$ cat config.mk
export PLATFORM = sky130hd
export DESIGN_NAME = slts_sequencer
export DESIGN_NICKNAME = d
export VERILOG_FILES = /design/src/hdl/slts_pkg.sv /design/src/hdl/slts_dwell.sv /design/src/hdl/slts_sequencer.sv /design/src/hdl/slts_trig_sync.sv
export SDC_FILE = /design/constraint.sdc
export NUM_CORES = 1
export LEC_CHECK = 0
export CAP_MARGIN = 30
export CORE_MARGIN = 4
export CORE_UTILIZATION = 45
export DETAILED_ROUTE_END_ITERATION = 16
export DONT_BUFFER_PORTS = 1
export GPL_TIMING_DRIVEN = 0
export PLACE_DENSITY = 0.56
export SYNTH_ARGS = -nofsm -noshare
export SYNTH_HDL_FRONTEND = slang
export SYNTH_SLANG_ARGS = --single-unit
$ cat constraint.sdc
create_clock -name pclk -period 3.5 [get_ports pclk]
set_input_delay 0.7 -clock pclk [delete_from_list [all_inputs] [get_ports pclk]]
set_output_delay 0.7 -clock pclk [all_outputs]
set_load 0.005 [all_outputs]
$ cat src/hdl/slts_pkg.sv
/*
  Shared constants and types of the sweep/list trigger sequencer.
  Assumes a 100 MHz pclk and an APB master with 32-bit data.
*/
// Behaviour
// - One stepper serves sweep and list operation
// - External triggers only on the trigger pin
// - Late steps are delayed, never dropped
// - Growing delay flags overrun, excessive halts
// - Reset command returns to start value
// - Auto mode is the reset default
// - Auto mode starts at once on enable
// - Timed modes step on dwell expiry
// - Clearing enable stops generation
// - Single mode loads start, awaits trigger
// - Single trigger runs one start-to-end cycle
// - Single mode holds at end value
// - Retrace returns to start after cycle
// - Single triggered by command or pin
// - Step mode one step per trigger, wraps
// - Step requests carry up or down
// - Out-of-range step requests are ignored
// - List and sweep enables exclude each other
package slts_pkg;

  localparam int IDX_W   = 16;
  localparam int DWELL_W = 32;
  localparam int PEND_W  = 4;

  // Register byte offsets
  localparam logic [7:0] OFS_CTRL   = 8'h00;
  localparam logic [7:0] OFS_CMD    = 8'h04;
  localparam logic [7:0] OFS_START  = 8'h08;
  localparam logic [7:0] OFS_STOP   = 8'h0c;
  localparam logic [7:0] OFS_DWELL  = 8'h10;
  localparam logic [7:0] OFS_STATUS = 8'h14;

  // Command bit positions (write-only pulses)
  localparam int CMD_EXEC  = 0;
  localparam int CMD_UP    = 1;
  localparam int CMD_DOWN  = 2;
  localparam int CMD_RESET = 3;

  // Status bit positions
  localparam int ST_ACTIVE = 0;
  localparam int ST_ARMED  = 1;
  localparam int ST_OVR    = 2;
  localparam int ST_ERR    = 3;
  localparam int ST_IDX    = 16;

  typedef enum logic [1:0] {
    TM_AUTO,
    TM_SINGLE,
    TM_STEP
  } slts_mode_t;

  // Control register layout, top bit down to bit 0
  typedef struct packed {
    logic       retrace;
    logic       ext_src;
    slts_mode_t mode;
    logic       list_en;
    logic       sweep_en;
  } slts_ctrl_t;

  localparam slts_ctrl_t CTRL_RST = '{retrace: 1'b0, ext_src: 1'b0, mode: TM_AUTO,
                                      list_en: 1'b0, sweep_en: 1'b0};
  localparam logic [DWELL_W-1:0] DWELL_RST = 32'h0000_03e8;
  localparam logic [IDX_W-1:0]   STOP_RST  = 16'h000f;

  // Settling time of one applied step, and the pending-step overrun limit
  localparam int CLK_NS     = 10;
  localparam int SETTLE_NS  = 40;
  localparam int SETTLE_CYC = (SETTLE_NS + CLK_NS - 1) / CLK_NS;
  localparam int OVR_LIMIT  = 8;

endpackage : slts_pkg

$ cat src/hdl/slts_dwell.sv
/*
  Dwell down-counter giving a one-cycle expiry strobe.
  Assumes run and reload come from logic on pclk.
*/
`timescale 1ns/1ps
module slts_dwell #(
  parameter int W = 32
) (
  input  wire logic         pclk,
  input  wire logic         presetn,
  input  wire logic         run,
  input  wire logic         reload,
  input  wire logic [W-1:0] dwell_cyc,
  output logic              expire
);
  logic [W-1:0] cnt_q, cnt_d, top;

  // Zero dwell treated as one cycle
  assign top    = (dwell_cyc == '0) ? '0 : dwell_cyc - W'(1);
  assign expire = run & ~reload & (cnt_q == '0);

  // Reload on each step, count down while running
  always_comb begin
    if (!run || reload || expire) cnt_d = top;
    else cnt_d = cnt_q - W'(1);
  end

  always_ff @(posedge pclk or negedge presetn) begin
    if (!presetn) cnt_q <= '0;
    else cnt_q <= cnt_d;
  end
endmodule : slts_dwell

$ cat src/hdl/slts_sequencer.sv
/*
  Sweep/list trigger sequencer with APB register slave.
  Assumes an APB master on pclk; trig_pin is asynchronous.
*/
// Design decisions made here: the APB interface to the registers and the register addresses.
`timescale 1ns/1ps
module slts_sequencer #(
  parameter int SETTLE = slts_pkg::SETTLE_CYC,
  parameter int LIMIT  = slts_pkg::OVR_LIMIT
) (
  input  wire logic                        pclk,
  input  wire logic                        presetn,
  input  wire logic                        psel,
  input  wire logic                        penable,
  input  wire logic                        pwrite,
  input  wire logic [7:0]                  paddr,
  input  wire logic [31:0]                 pwdata,
  output logic      [31:0]                 prdata,
  output logic                             pready,
  output logic                             pslverr,
  input  wire logic                        trig_pin,
  output logic      [slts_pkg::IDX_W-1:0]  step_index,
  output logic                             step_strobe,
  output logic                             gen_active,
  output logic                             overrun,
  output logic                             gen_error
);
  import slts_pkg::*;

  function automatic logic mapped(input logic [7:0] a);
    return a == OFS_CTRL || a == OFS_CMD || a == OFS_START || a == OFS_STOP ||
           a == OFS_DWELL || a == OFS_STATUS;
  endfunction : mapped

  slts_ctrl_t          ctrl_q, ctrl_d;
  logic [IDX_W-1:0]    start_q, start_d, stop_q, stop_d, cur_q, cur_d;
  logic [DWELL_W-1:0]  dwell_q, dwell_d;
  logic [PEND_W-1:0]   pend_q, pend_d;
  logic [7:0]          settle_q, settle_d;
  logic                armed_q, armed_d, ovr_q, ovr_d, err_q, err_d;
  logic                en_q, en_d, strobe_q, strobe_d;
  logic [31:0]         prdata_q, prdata_d;
  logic                wr, rd_setup, cmd_exec, cmd_up, cmd_down, cmd_rst;
  logic                en, trig_evt, trig, expire, timed_run, req, apply;
  logic                at_end, ascend, stepped, halt, ovr_clr, err_clr;

  // Control word width, taken from the packed layout
  localparam int CTRL_W = $bits(slts_ctrl_t);

  slts_trig_sync u_sync (
    .pclk     (pclk),
    .presetn  (presetn),
    .trig_pin (trig_pin),
    .trig_evt (trig_evt)
  );

  slts_dwell #(.W(DWELL_W)) u_dwell (
    .pclk      (pclk),
    .presetn   (presetn),
    .run       (timed_run),
    .reload    (stepped | cmd_rst),
    .dwell_cyc (dwell_q),
    .expire    (expire)
  );

  // APB decode, zero wait states
  assign wr       = psel & penable & pwrite;
  assign rd_setup = psel & ~penable & ~pwrite;
  assign pready   = psel & penable;
  assign pslverr  = psel & penable & ~mapped(paddr);
  assign prdata   = prdata_q;

  // Command pulses
  assign cmd_exec = wr && paddr == OFS_CMD && pwdata[CMD_EXEC];
  assign cmd_up   = wr && paddr == OFS_CMD && pwdata[CMD_UP];
  assign cmd_down = wr && paddr == OFS_CMD && pwdata[CMD_DOWN];
  assign cmd_rst  = wr && paddr == OFS_CMD && pwdata[CMD_RESET];

  // Trigger source and stepping requests, shared by sweep and list
  assign en        = ctrl_q.sweep_en | ctrl_q.list_en;
  assign trig      = ctrl_q.ext_src ? trig_evt : cmd_exec;
  assign timed_run = en_q & (ctrl_q.mode == TM_AUTO ||
                     (ctrl_q.mode == TM_SINGLE && armed_q));
  assign req       = en_q & ~cmd_rst & (expire ||
                     (ctrl_q.mode == TM_STEP && trig));
  assign apply     = en_q & (pend_q != '0) & (settle_q == '0);
  assign ascend    = stop_q >= start_q;
  assign at_end    = cur_q == stop_q;
  assign halt      = req && pend_q == PEND_W'(LIMIT - 1);

  // Write-one-to-clear strobes of the sticky flags
  assign ovr_clr   = wr && paddr == OFS_STATUS && pwdata[ST_OVR];
  assign err_clr   = wr && paddr == OFS_STATUS && pwdata[ST_ERR];

  // Output and sequencing state next values
  always_comb begin
    cur_d    = cur_q;
    armed_d  = armed_q;
    pend_d   = pend_q;
    settle_d = (settle_q != '0) ? settle_q - 8'd1 : settle_q;
    strobe_d = 1'b0;
    stepped  = 1'b0;
    en_d     = en;
    ovr_d    = ovr_q;
    err_d    = err_q;
    if (en && !en_q) begin
      cur_d   = start_q;
      armed_d = 1'b0;
      pend_d  = '0;
    end else if (!en_q) begin
      armed_d = 1'b0;
      pend_d  = '0;
    end else if (cmd_rst) begin
      cur_d   = start_q;
      armed_d = 1'b0;
      pend_d  = '0;
    end else begin
      // Queue instead of dropping late steps
      pend_d = pend_q + PEND_W'(req) - PEND_W'(apply);
      if (apply) begin
        stepped  = 1'b1;
        strobe_d = 1'b1;
        settle_d = 8'(SETTLE);
        if (at_end && ctrl_q.mode == TM_SINGLE) begin
          armed_d = 1'b0;
          pend_d  = '0;
          if (ctrl_q.retrace) cur_d = start_q;
        end else if (at_end) cur_d = start_q;
        else cur_d = ascend ? cur_q + IDX_W'(1) : cur_q - IDX_W'(1);
      end else if (ctrl_q.mode == TM_STEP && (cmd_up ^ cmd_down) && pend_q == '0) begin
        // Direct up/down, ignored past the range
        if (cmd_up && cur_q != stop_q) begin
          cur_d    = ascend ? cur_q + IDX_W'(1) : cur_q - IDX_W'(1);
          strobe_d = 1'b1;
        end else if (cmd_down && cur_q != start_q) begin
          cur_d    = ascend ? cur_q - IDX_W'(1) : cur_q + IDX_W'(1);
          strobe_d = 1'b1;
        end
      end
      if (ctrl_q.mode == TM_SINGLE && !armed_q && trig) begin
        armed_d = 1'b1;
        cur_d   = start_q;
        pend_d  = '0;
      end
    end
    // Clears first, so a same-cycle set wins
    if (ovr_clr) ovr_d = 1'b0;
    if (err_clr) err_d = 1'b0;
    if (req && pend_q != '0) ovr_d = 1'b1;
    if (halt) begin
      err_d  = 1'b1;
      en_d   = 1'b0;
      pend_d = '0;
    end
  end

  // Register file next values; halt clear beats a same-cycle enable write
  always_comb begin
    ctrl_d   = ctrl_q;
    start_d  = start_q;
    stop_d   = stop_q;
    dwell_d  = dwell_q;
    prdata_d = prdata_q;
    if (wr && paddr == OFS_CTRL) begin
      ctrl_d = slts_ctrl_t'(pwdata[CTRL_W-1:0]);
      // Unused mode code falls back to auto
      if (!(ctrl_d.mode inside {TM_AUTO, TM_SINGLE, TM_STEP})) ctrl_d.mode = TM_AUTO;
      // List enable wins and switches the sweep off
      if (ctrl_d.list_en) ctrl_d.sweep_en = 1'b0;
    end
    if (halt) begin
      ctrl_d.sweep_en = 1'b0;
      ctrl_d.list_en  = 1'b0;
    end
    if (wr && paddr == OFS_START) start_d = pwdata[IDX_W-1:0];
    if (wr && paddr == OFS_STOP) stop_d = pwdata[IDX_W-1:0];
    if (wr && paddr == OFS_DWELL) dwell_d = pwdata;
    if (rd_setup) begin
      unique case (paddr)
        OFS_CTRL:   prdata_d = {26'h0, ctrl_q};
        OFS_START:  prdata_d = {16'h0, start_q};
        OFS_STOP:   prdata_d = {16'h0, stop_q};
        OFS_DWELL:  prdata_d = dwell_q;
        OFS_STATUS: prdata_d = {cur_q, 12'h0, err_q, ovr_q, armed_q, en_q};
        default:    prdata_d = 32'h0;
      endcase
    end
  end

  // Register every state group; ctrl, stop and dwell reset values from the package
  always_ff @(posedge pclk or negedge presetn) begin
    if (!presetn) begin
      ctrl_q   <= CTRL_RST;
      start_q  <= '0;
      stop_q   <= STOP_RST;
      dwell_q  <= DWELL_RST;
      prdata_q <= '0;
      cur_q    <= '0;
      armed_q  <= 1'b0;
      pend_q   <= '0;
      settle_q <= '0;
      ovr_q    <= 1'b0;
      err_q    <= 1'b0;
      en_q     <= 1'b0;
      strobe_q <= 1'b0;
    end else begin
      ctrl_q   <= ctrl_d;
      start_q  <= start_d;
      stop_q   <= stop_d;
      dwell_q  <= dwell_d;
      prdata_q <= prdata_d;
      cur_q    <= cur_d;
      armed_q  <= armed_d;
      pend_q   <= pend_d;
      settle_q <= settle_d;
      ovr_q    <= ovr_d;
      err_q    <= err_d;
      en_q     <= en_d;
      strobe_q <= strobe_d;
    end
  end

  // Outputs straight from flip-flops
  assign step_index  = cur_q;
  assign step_strobe = strobe_q;
  assign gen_active  = en_q;
  assign overrun     = ovr_q;
  assign gen_error   = err_q;
endmodule : slts_sequencer

$ cat src/hdl/slts_trig_sync.sv
/*
  Trigger pin synchroniser with rising-edge detect.
  Assumes an asynchronous trigger pulse wider than two pclk periods.
*/
`timescale 1ns/1ps
module slts_trig_sync (
  input  wire logic pclk,
  input  wire logic presetn,
  input  wire logic trig_pin,
  output logic      trig_evt
);
  logic meta_q, sync_q, last_q;
  logic meta_d, sync_d, last_d;

  // Two stages, then edge detect on the second only
  always_comb begin
    meta_d = trig_pin;
    sync_d = meta_q;
    last_d = sync_q;
  end

  always_ff @(posedge pclk or negedge presetn) begin
    if (!presetn) begin
      meta_q <= 1'b0;
      sync_q <= 1'b0;
      last_q <= 1'b0;
    end else begin
      meta_q <= meta_d;
      sync_q <= sync_d;
      last_q <= last_d;
    end
  end

  assign trig_evt = sync_q & ~last_q;
endmodule : slts_trig_sync

* Word level (Yosys, flattened, before mapping) *
Cells that the tools add are included.

word-level totals
  bits in registers = 170
  input port bits = 46
  output and inout port bits = 54
  logic and storage cells = 176

operators by class
  add/sub/neg operators = 7
  magnitude comparators = 1
  equal/unequal tests = 16
  multiplexer cells = 55
  bitwise logic cells = 22
  reduce and logical (&&, ||, !) cells = 54

operators by type and width
  kind                                                                      count
  16-bit two-way mux                                                        13
  32-bit case mux with 5 select lines                                       1
  32-bit zero test                                                          2
  32-bit two-way mux                                                        2
  32-bit by 1-bit subtractor with 32-bit output (second input constant)     2
  8-bit two-way mux                                                         5
  16-bit inequality test                                                    2
  4-bit two-way mux                                                         7
  1-bit logical AND                                                         24
  1-bit two-way mux                                                         24
  16-bit by 1-bit adder with 16-bit output (second input constant)          1
  16-bit equality test                                                      1
  8-bit by 4-bit equality test with 1-bit output (second input constant)    2
  8-bit by 5-bit equality test with 1-bit output (second input constant)    2
  16-bit >= comparator                                                      1
  8-bit zero test                                                           2
  16-bit by 1-bit subtractor with 16-bit output (second input constant)     1
  1-bit AND                                                                 13
  5-bit by 1-bit inequality test with 1-bit output (second input constant)  2
  1-bit logical OR                                                          9
  8-bit by 3-bit equality test with 1-bit output (second input constant)    1
  2-bit nonzero test                                                        4
  8-bit nonzero test                                                        1
  8-bit by 1-bit subtractor with 8-bit output (second input constant)       1
  other kinds (19)                                                          32

* Logic depth before layout (Yosys ltp) *
  word-level depth = 22
  gate-level depth with buffers = 16
  mapped depth without buffers = 15

* Cells and area by module *
Synthesis repeated with hierarchy kept, for this count alone.

unflattened totals
  cell total of the unflattened synthesis = 1088
  area, all modules = 10337.4 µm²

modules (own cells, without submodules)
  module          times used  cells an instance  area an instance (µm²)  seq. area each (µm²)
  slts_sequencer  1           794                7748.7                  3390.8
  slts_dwell      1           290                2499.9                  800.8
  slts_trig_sync  1           4                  88.8                    75.1

* Least setup slack after synthesis *
Ideal clock, no wire load.

  kind = input port to flip-flop
  start point = input paddr[1]
  end point = register pend_q[2]
  library setup time = 0.122 ns
  arrival = 3.051 ns
  data required time = 3.378 ns
  setup slack = 0.327 ns
  stages on the path = 12
  path buffers = 0
  cells stage by stage = or4_4 > nor4_4 > o2bb2ai_2 > nand2_1 > o21ai_1 > nand2_1 > ha_1 > inv_1 > ha_1 > fa_1 > xnor2_1 > nor2_1

between the ends
  word-level cells in the longest chain between the ends = 21
  elaborated cells on any way between the ends = 28
  those cells by class = 2 x add/sub; 1 x eq/ne; 11 x mux; 7 x bitwise; 7 x reduce/logical

RTL lines
  what                                                line                                        text
  start: declaration                                  slts_sequencer.sv:16                        input wire logic [7:0] paddr,
  8-bit by 3-bit equality test with 1-bit output (*)  slts_sequencer.sv:74, slts_sequencer.sv:77
  1-bit logical AND (*)                               slts_sequencer.sv:74, slts_sequencer.sv:77
  1-bit logical AND                                   slts_sequencer.sv:77                        assign cmd_rst = wr && paddr == OFS_CMD && pwdata[CMD_RESET];
  1-bit two-way mux                                   slts_sequencer.sv:113                       end else if (cmd_rst) begin
  1-bit two-way mux                                   slts_sequencer.sv:110                       end else if (!en_q) begin
  1-bit two-way mux                                   slts_sequencer.sv:106                       if (en && !en_q) begin
  1-bit bitwise OR                                    slts_sequencer.sv:61                        .reload (stepped | cmd_rst),
  1-bit NOT                                           slts_dwell.sv:20                            assign expire = run & ~reload & (cnt_q == '0);
  [... 6 more ...]                                    -
  4-bit two-way mux                                   slts_sequencer.sv:124                       if (at_end && ctrl_q.mode == TM_SINGLE) begin
  4-bit two-way mux                                   slts_sequencer.sv:120                       if (apply) begin
  4-bit two-way mux                                   slts_sequencer.sv:140                       if (ctrl_q.mode == TM_SINGLE && !armed_q && trig) begin
  4-bit two-way mux                                   slts_sequencer.sv:113
  4-bit two-way mux                                   slts_sequencer.sv:110
  4-bit two-way mux                                   slts_sequencer.sv:106
  4-bit two-way mux (*)                               slts_sequencer.sv:150                       if (halt) begin
  named net pend_d[2]                                 slts_sequencer.sv:38                        logic [PEND_W-1:0] pend_q, pend_d;
  end signal: assignment                              slts_sequencer.sv:214                       pend_q <= pend_d;
  end: declaration                                    slts_sequencer.sv:38

The timed path passes the listed nets; every way through them passes the cells marked *.
A chain may end at the register's enable or synchronous reset.

* Worst setup path after layout *
  start point = register cur_q[6] (netlist: step_index[6])
  end point = register cur_q[3] (netlist: step_index[3])

between the ends
  word-level cells in the longest chain between the ends = 9
  elaborated cells on any way between the ends = 18
  those cells by class = 4 x eq/ne; 9 x mux; 5 x reduce/logical

RTL lines
  what                      line                   text
  start: declaration        slts_sequencer.sv:36   logic [IDX_W-1:0] start_q, start_d, stop_q, stop_d, cur_q, cur_d;
  start signal: assignment  slts_sequencer.sv:212  cur_q <= cur_d;
  16-bit inequality test    slts_sequencer.sv:132  if (cmd_up && cur_q != stop_q) begin
  1-bit logical AND         slts_sequencer.sv:132
  16-bit two-way mux        slts_sequencer.sv:132
  16-bit two-way mux        slts_sequencer.sv:130  end else if (ctrl_q.mode == TM_STEP && (cmd_up ^ cmd_down) && pend_q == '0) begin
  16-bit two-way mux        slts_sequencer.sv:120
  16-bit two-way mux        slts_sequencer.sv:140
  16-bit two-way mux        slts_sequencer.sv:113
  16-bit two-way mux        slts_sequencer.sv:110
  16-bit two-way mux        slts_sequencer.sv:106

Parallel ways exist; a longest one is shown, timed or not. The select of a mux whose other input is x is not followed.

==> impl_metrics.py <==
metrics = {
    "setup_path": {
        "timing.critical_path.fanout_max": 10,
        "r2r_setup_slack_ps": 190,
        "start_kind": "flip-flop",
        "path_delay_family": "compound AO/OA/AOI/OAI gates",
        "timing.reg2reg.worst_path_depth": 10,
        "endpoint_kind": "flip-flop",
        "reg2reg_from": "step_index[6]",
        "cp_data_required_time_ps": 3770,
        "worstPathCellList": "clkbuf_1 > xnor2_1 > nand4_1 > o41ai_1 > o21ai_1 > a41oi_1 > a31o_2 > buf_2 > mux2i_1 > o311ai_1",
        "cp_max_stage_cell": "sky130_fd_sc_hd__clkbuf_1",
        "worstReg2RegEnd": "step_index[3]",
        "critical_path_buf_inv_count": 2,
        "slowest_delay_ps": 470,
        "critPathArrivalTime_ps": 3580,
        "criticalPathCategory": "flip-flop to flip-flop",
    },
    "pwr": {
        "power_frac_seq": 0.407,
        "p_switching_mw": 2.03,
        "pwr-share-clk": 0.305,
        "leakagePower_nw": 4.79,
        "p_comb_frac": 0.288,
        "pwr_density_cell_nw_per_um2": 542,
        "vdd_ir_drop_max_uv": 250,
        "swShare": 0.341,
        "cell_internal_pwr_mw": 3.91,
    },
    "drt": {
        "detailedRoute.firstPassIterationCount": 5,
        "antenna_left": 0,
        "initialDrtViolationCount": 600,
        "total_vias_in_the_final_route": 7969,
        "drt_drc_violations_left": 0,
        "detail_route.vias_per_cell": 5.92,
        "wl_per_cell_um": 21.8,
        "drt-total-wl_um": 29400,
    },
    "placement": {
        "globalplace.congestion": 0.931,
        "hpwlAfterDp_um": 22200,
        "io_buffers": 0,
        "placed_cells": 1310,
        "postPlaceCellArea_um2": 10300,
    },
    "synthesis": {
        "synth_area_per_cell_um2": 9.66,
        "post-synth-top-area-cell": "sky130_fd_sc_hd__dfrtp_1",
        "postSynthCellCount": 1029,
        "flip_flop_and_latch_count_after_synthesis": 170,
        "post-synth-top-count-cell": "sky130_fd_sc_hd__dfrtp_1",
        "ys_top_cells_by_area": "sky130_fd_sc_hd__dfrtp_1 (40%), sky130_fd_sc_hd__xnor2_1 (7.9%), sky130_fd_sc_hd__mux2_2 (5.9%), sky130_fd_sc_hd__nand2_1 (3.8%), sky130_fd_sc_hd__ha_1 (3.5%)",
        "synth.lib_cells_used.distinct": 67,
        "synth-main-ff-cell": "sky130_fd_sc_hd__dfrtp_1",
        "synth_enable_flop_cells": 0,
        "synthesis.area_um2": 9940,
        "synthesis.nets": 1104,
        "synth-seq-area-share": 0.429,
        "synth_commonest_cells": "sky130_fd_sc_hd__dfrtp_1 (160), sky130_fd_sc_hd__nand2_1 (100), sky130_fd_sc_hd__xnor2_1 (90)",
        "yosysWarnings": 0,
        "post-synth-top-area-fraction": 0.403,
        "asyncSetResetFlopFracSynth": 1.00,
    },
    "clock_network": {
        "clock_insertion_delay_at_the_later_pin_of_the_skew_report_ps": 440,
        "tritoncts": "yes",
        "cts_max_path_buffers": 2,
        "cts_max_level": 4,
        "cts_made_buffers": 17,
        "clkSlewWorstSetupHoldPaths_ps": 70,
        "tritoncts_num_sinks": 170,
        "cts-root-buf": "sky130_fd_sc_hd__clkbuf_16",
    },
    "global_routing": {
        "grt_remaining_overflow": 0,
        "grt_antenna_before_repair": 0,
        "groute.usage.overall": 0.242,
        "wire_length_of_the_first_global_routing_pass_um": 45600,
        "number_of_global_route_vias_before_repair": 7878,
        "pin_count_of_the_biggest_net_entering_global_routing": 171,
    },
    "sta": {
        "max-slew-margin-rel": 0.447,
        "timing_max_transition_violations_final": 0,
        "final.period_utilization": 0.945,
        "timing.clock.skew_ps": 13.8,
        "timing.fmax_ghz": 0.302,
        "finalHoldWorstSlack_ps": -48.4,
        "unrepaired_setup_endpoints_after_global_routing": "false",
        "final_hold_viol_count": 36,
        "worst-slew-pin-transition_ps": 825,
        "finalSetupViolations": 0,
        "timing.final.crit_period_ps": 3310,
    },
    "cells_and_area": {
        "areaGrowthSynthToFinish_pct": 10.1,
        "num-nets-final": 1129,
        "layoutNonFillerInstCount": 1347,
        "final_instance_area_um2": 10900,
        "layout-drive-gt1-share": 0.131,
    },
    "job": {
        "maxCapViolCount": 0,
    },
    "floorplan": {
        "die-height_um": 157,
        "core-area_um2": 21800,
        "floorplan.rows": 54,
        "die_x_um": 157,
        "io_pins": 100,
        "initial_core_util": 0.457,
        "fp.dieArea_um2": 24500,
    },
    "status": {
        "run_status": "complete, but fails checks",
        "failed_checks": "hold timing",
    },
    "min_path": {
        "min_path_type": "primary input to asynchronous set/reset pin",
    },
}
## area by class of cell
cell class	count	area, um^2
well taps	280	350
diodes	1	2.50
multi-input cells	757	5300
clock inverters	11	88.8
repair buffers	6	46.3
inverters	43	161
flip-flops and latches	170	4270
fillers	2074	10800
plain buffers	59	259
clock buffers	20	467
## per-stage QoR
stage               hold WS (ps)  power [mW]  TNS, ps   util  setup slack [ps]
floorplan                    331        3.74        0      -               327
global placement             336        4.11     -643  0.473              -103
detailed placement           339        4.13     -566  0.473             -89.8
CTS                        -57.7        5.97        0  0.499              31.4
global route               -68.7        6.28        0  0.503              21.5
finish                     -48.4        5.93        0  0.503               191
## routing by layer
metal,vias up,GRT usage,share of wire
met4,0,0.0686,0.020
met1,3941,0.342,0.45
met2,230,0.368,0.45
li1,3765,-,-
met5,-,0,0
met3,33,0.0647,0.073
## timing repair
item,in CTS,in global routing
pin swaps,0,0
buffers inserted,0,4
setup endpoints to repair,15,18
gates resized for setup,8,18
endpoints found under the hold margin,160,160
## worst register-to-register path, cell delays in order (launching register included)
cell and delay [ps]:
sky130_fd_sc_hd__dfrtp_1 380, sky130_fd_sc_hd__clkbuf_1 470, sky130_fd_sc_hd__xnor2_1 180, sky130_fd_sc_hd__nand4_1 100, sky130_fd_sc_hd__o41ai_1 450, sky130_fd_sc_hd__o21ai_1 200
sky130_fd_sc_hd__a41oi_1 360, sky130_fd_sc_hd__a31o_2 330, sky130_fd_sc_hd__buf_2 320, sky130_fd_sc_hd__mux2i_1 220, sky130_fd_sc_hd__o311ai_1 130
## how the worst max path moves through the flow
stage,from,end,slack [ps],cells after the start
6_report,step_index[6],step_index[3],190,10
5_1_grt,u_dwell.cnt_q[26],pend_q[2],20,12
4_1_cts,step_index[14],step_index[3],30,10
3_5_place_dp,step_index[0],step_index[3],-90,10
3_3_place_gp,step_index[5],step_index[3],-100,10
2_1_floorplan,paddr[1],pend_q[2],330,12
## state kept, by name (all words and copies together), names as in the netlist
signal / flops
dwell_q: 32
prdata: 32
u_dwell.cnt_q: 32
start_q: 16
step_index: 16
stop_q: 16
settle_q: 8
ctrl_q: 6
pend_q: 4
armed_q: 1
gen_active: 1
gen_error: 1
overrun: 1
step_strobe: 1
u_sync.last_d: 1
u_sync.last_q: 1
u_sync.meta_q: 1
## kinds of logic after synthesis
family	synth area share
and+or+nand+nor	0.164
AOI/OAI and AO/OA	0.143
DFF	0.429
xor gates and xnor gates	0.0996
buffers and inverters	0.0405
muxes	0.0856
adders and majority gates	0.0373
## power by group through the flow
stage,clock network (mW),registers [mW],logic [mW]
4_1_cts,1.85,2.42,1.70
2_1_floorplan,0,2.39,1.34
6_report,1.81,2.42,1.71
3_3_place_gp,0,2.45,1.66
3_5_place_dp,0,2.45,1.68
5_1_grt,1.93,2.45,1.89
## cell usage in the layout (no fill, tap or decap), types with 6 or more instances in the layout
cell	Yosys	routed
sky130_fd_sc_hd__inv_1	42	42
sky130_fd_sc_hd__a222oi_1	10	10
sky130_fd_sc_hd__o21ai_0	43	43
sky130_fd_sc_hd__mux2_2	52	52
sky130_fd_sc_hd__nand2_1	100	100
sky130_fd_sc_hd__nor4_1	20	18
sky130_fd_sc_hd__or3_1	8	8
sky130_fd_sc_hd__xor2_1	23	23
sky130_fd_sc_hd__a221oi_1	11	10
sky130_fd_sc_hd__nor3_1	31	31
sky130_fd_sc_hd__o22ai_1	44	44
sky130_fd_sc_hd__clkbuf_2	0	13
sky130_fd_sc_hd__nand4_1	13	13
sky130_fd_sc_hd__a21o_1	6	6
sky130_fd_sc_hd__xnor2_1	90	90
sky130_fd_sc_hd__and2_1	6	6
sky130_fd_sc_hd__ha_1	28	28
sky130_fd_sc_hd__and3_1	6	6
sky130_fd_sc_hd__dfstp_2	10	10
sky130_fd_sc_hd__buf_2	7	9
sky130_fd_sc_hd__o31ai_1	19	19
sky130_fd_sc_hd__or4_1	13	13
sky130_fd_sc_hd__o21ai_1	11	11
sky130_fd_sc_hd__nand3_1	21	20
sky130_fd_sc_hd__nor2_1	68	68
sky130_fd_sc_hd__mux2i_1	22	22
sky130_fd_sc_hd__a22oi_1	11	11
sky130_fd_sc_hd__a21oi_1	26	26
sky130_fd_sc_hd__clkbuf_1	43	31
sky130_fd_sc_hd__nand2b_1	12	12
sky130_fd_sc_hd__clkbuf_16	0	17
sky130_fd_sc_hd__dfrtp_1	160	160
Note: power is estimated with default switching activity, not from simulation.
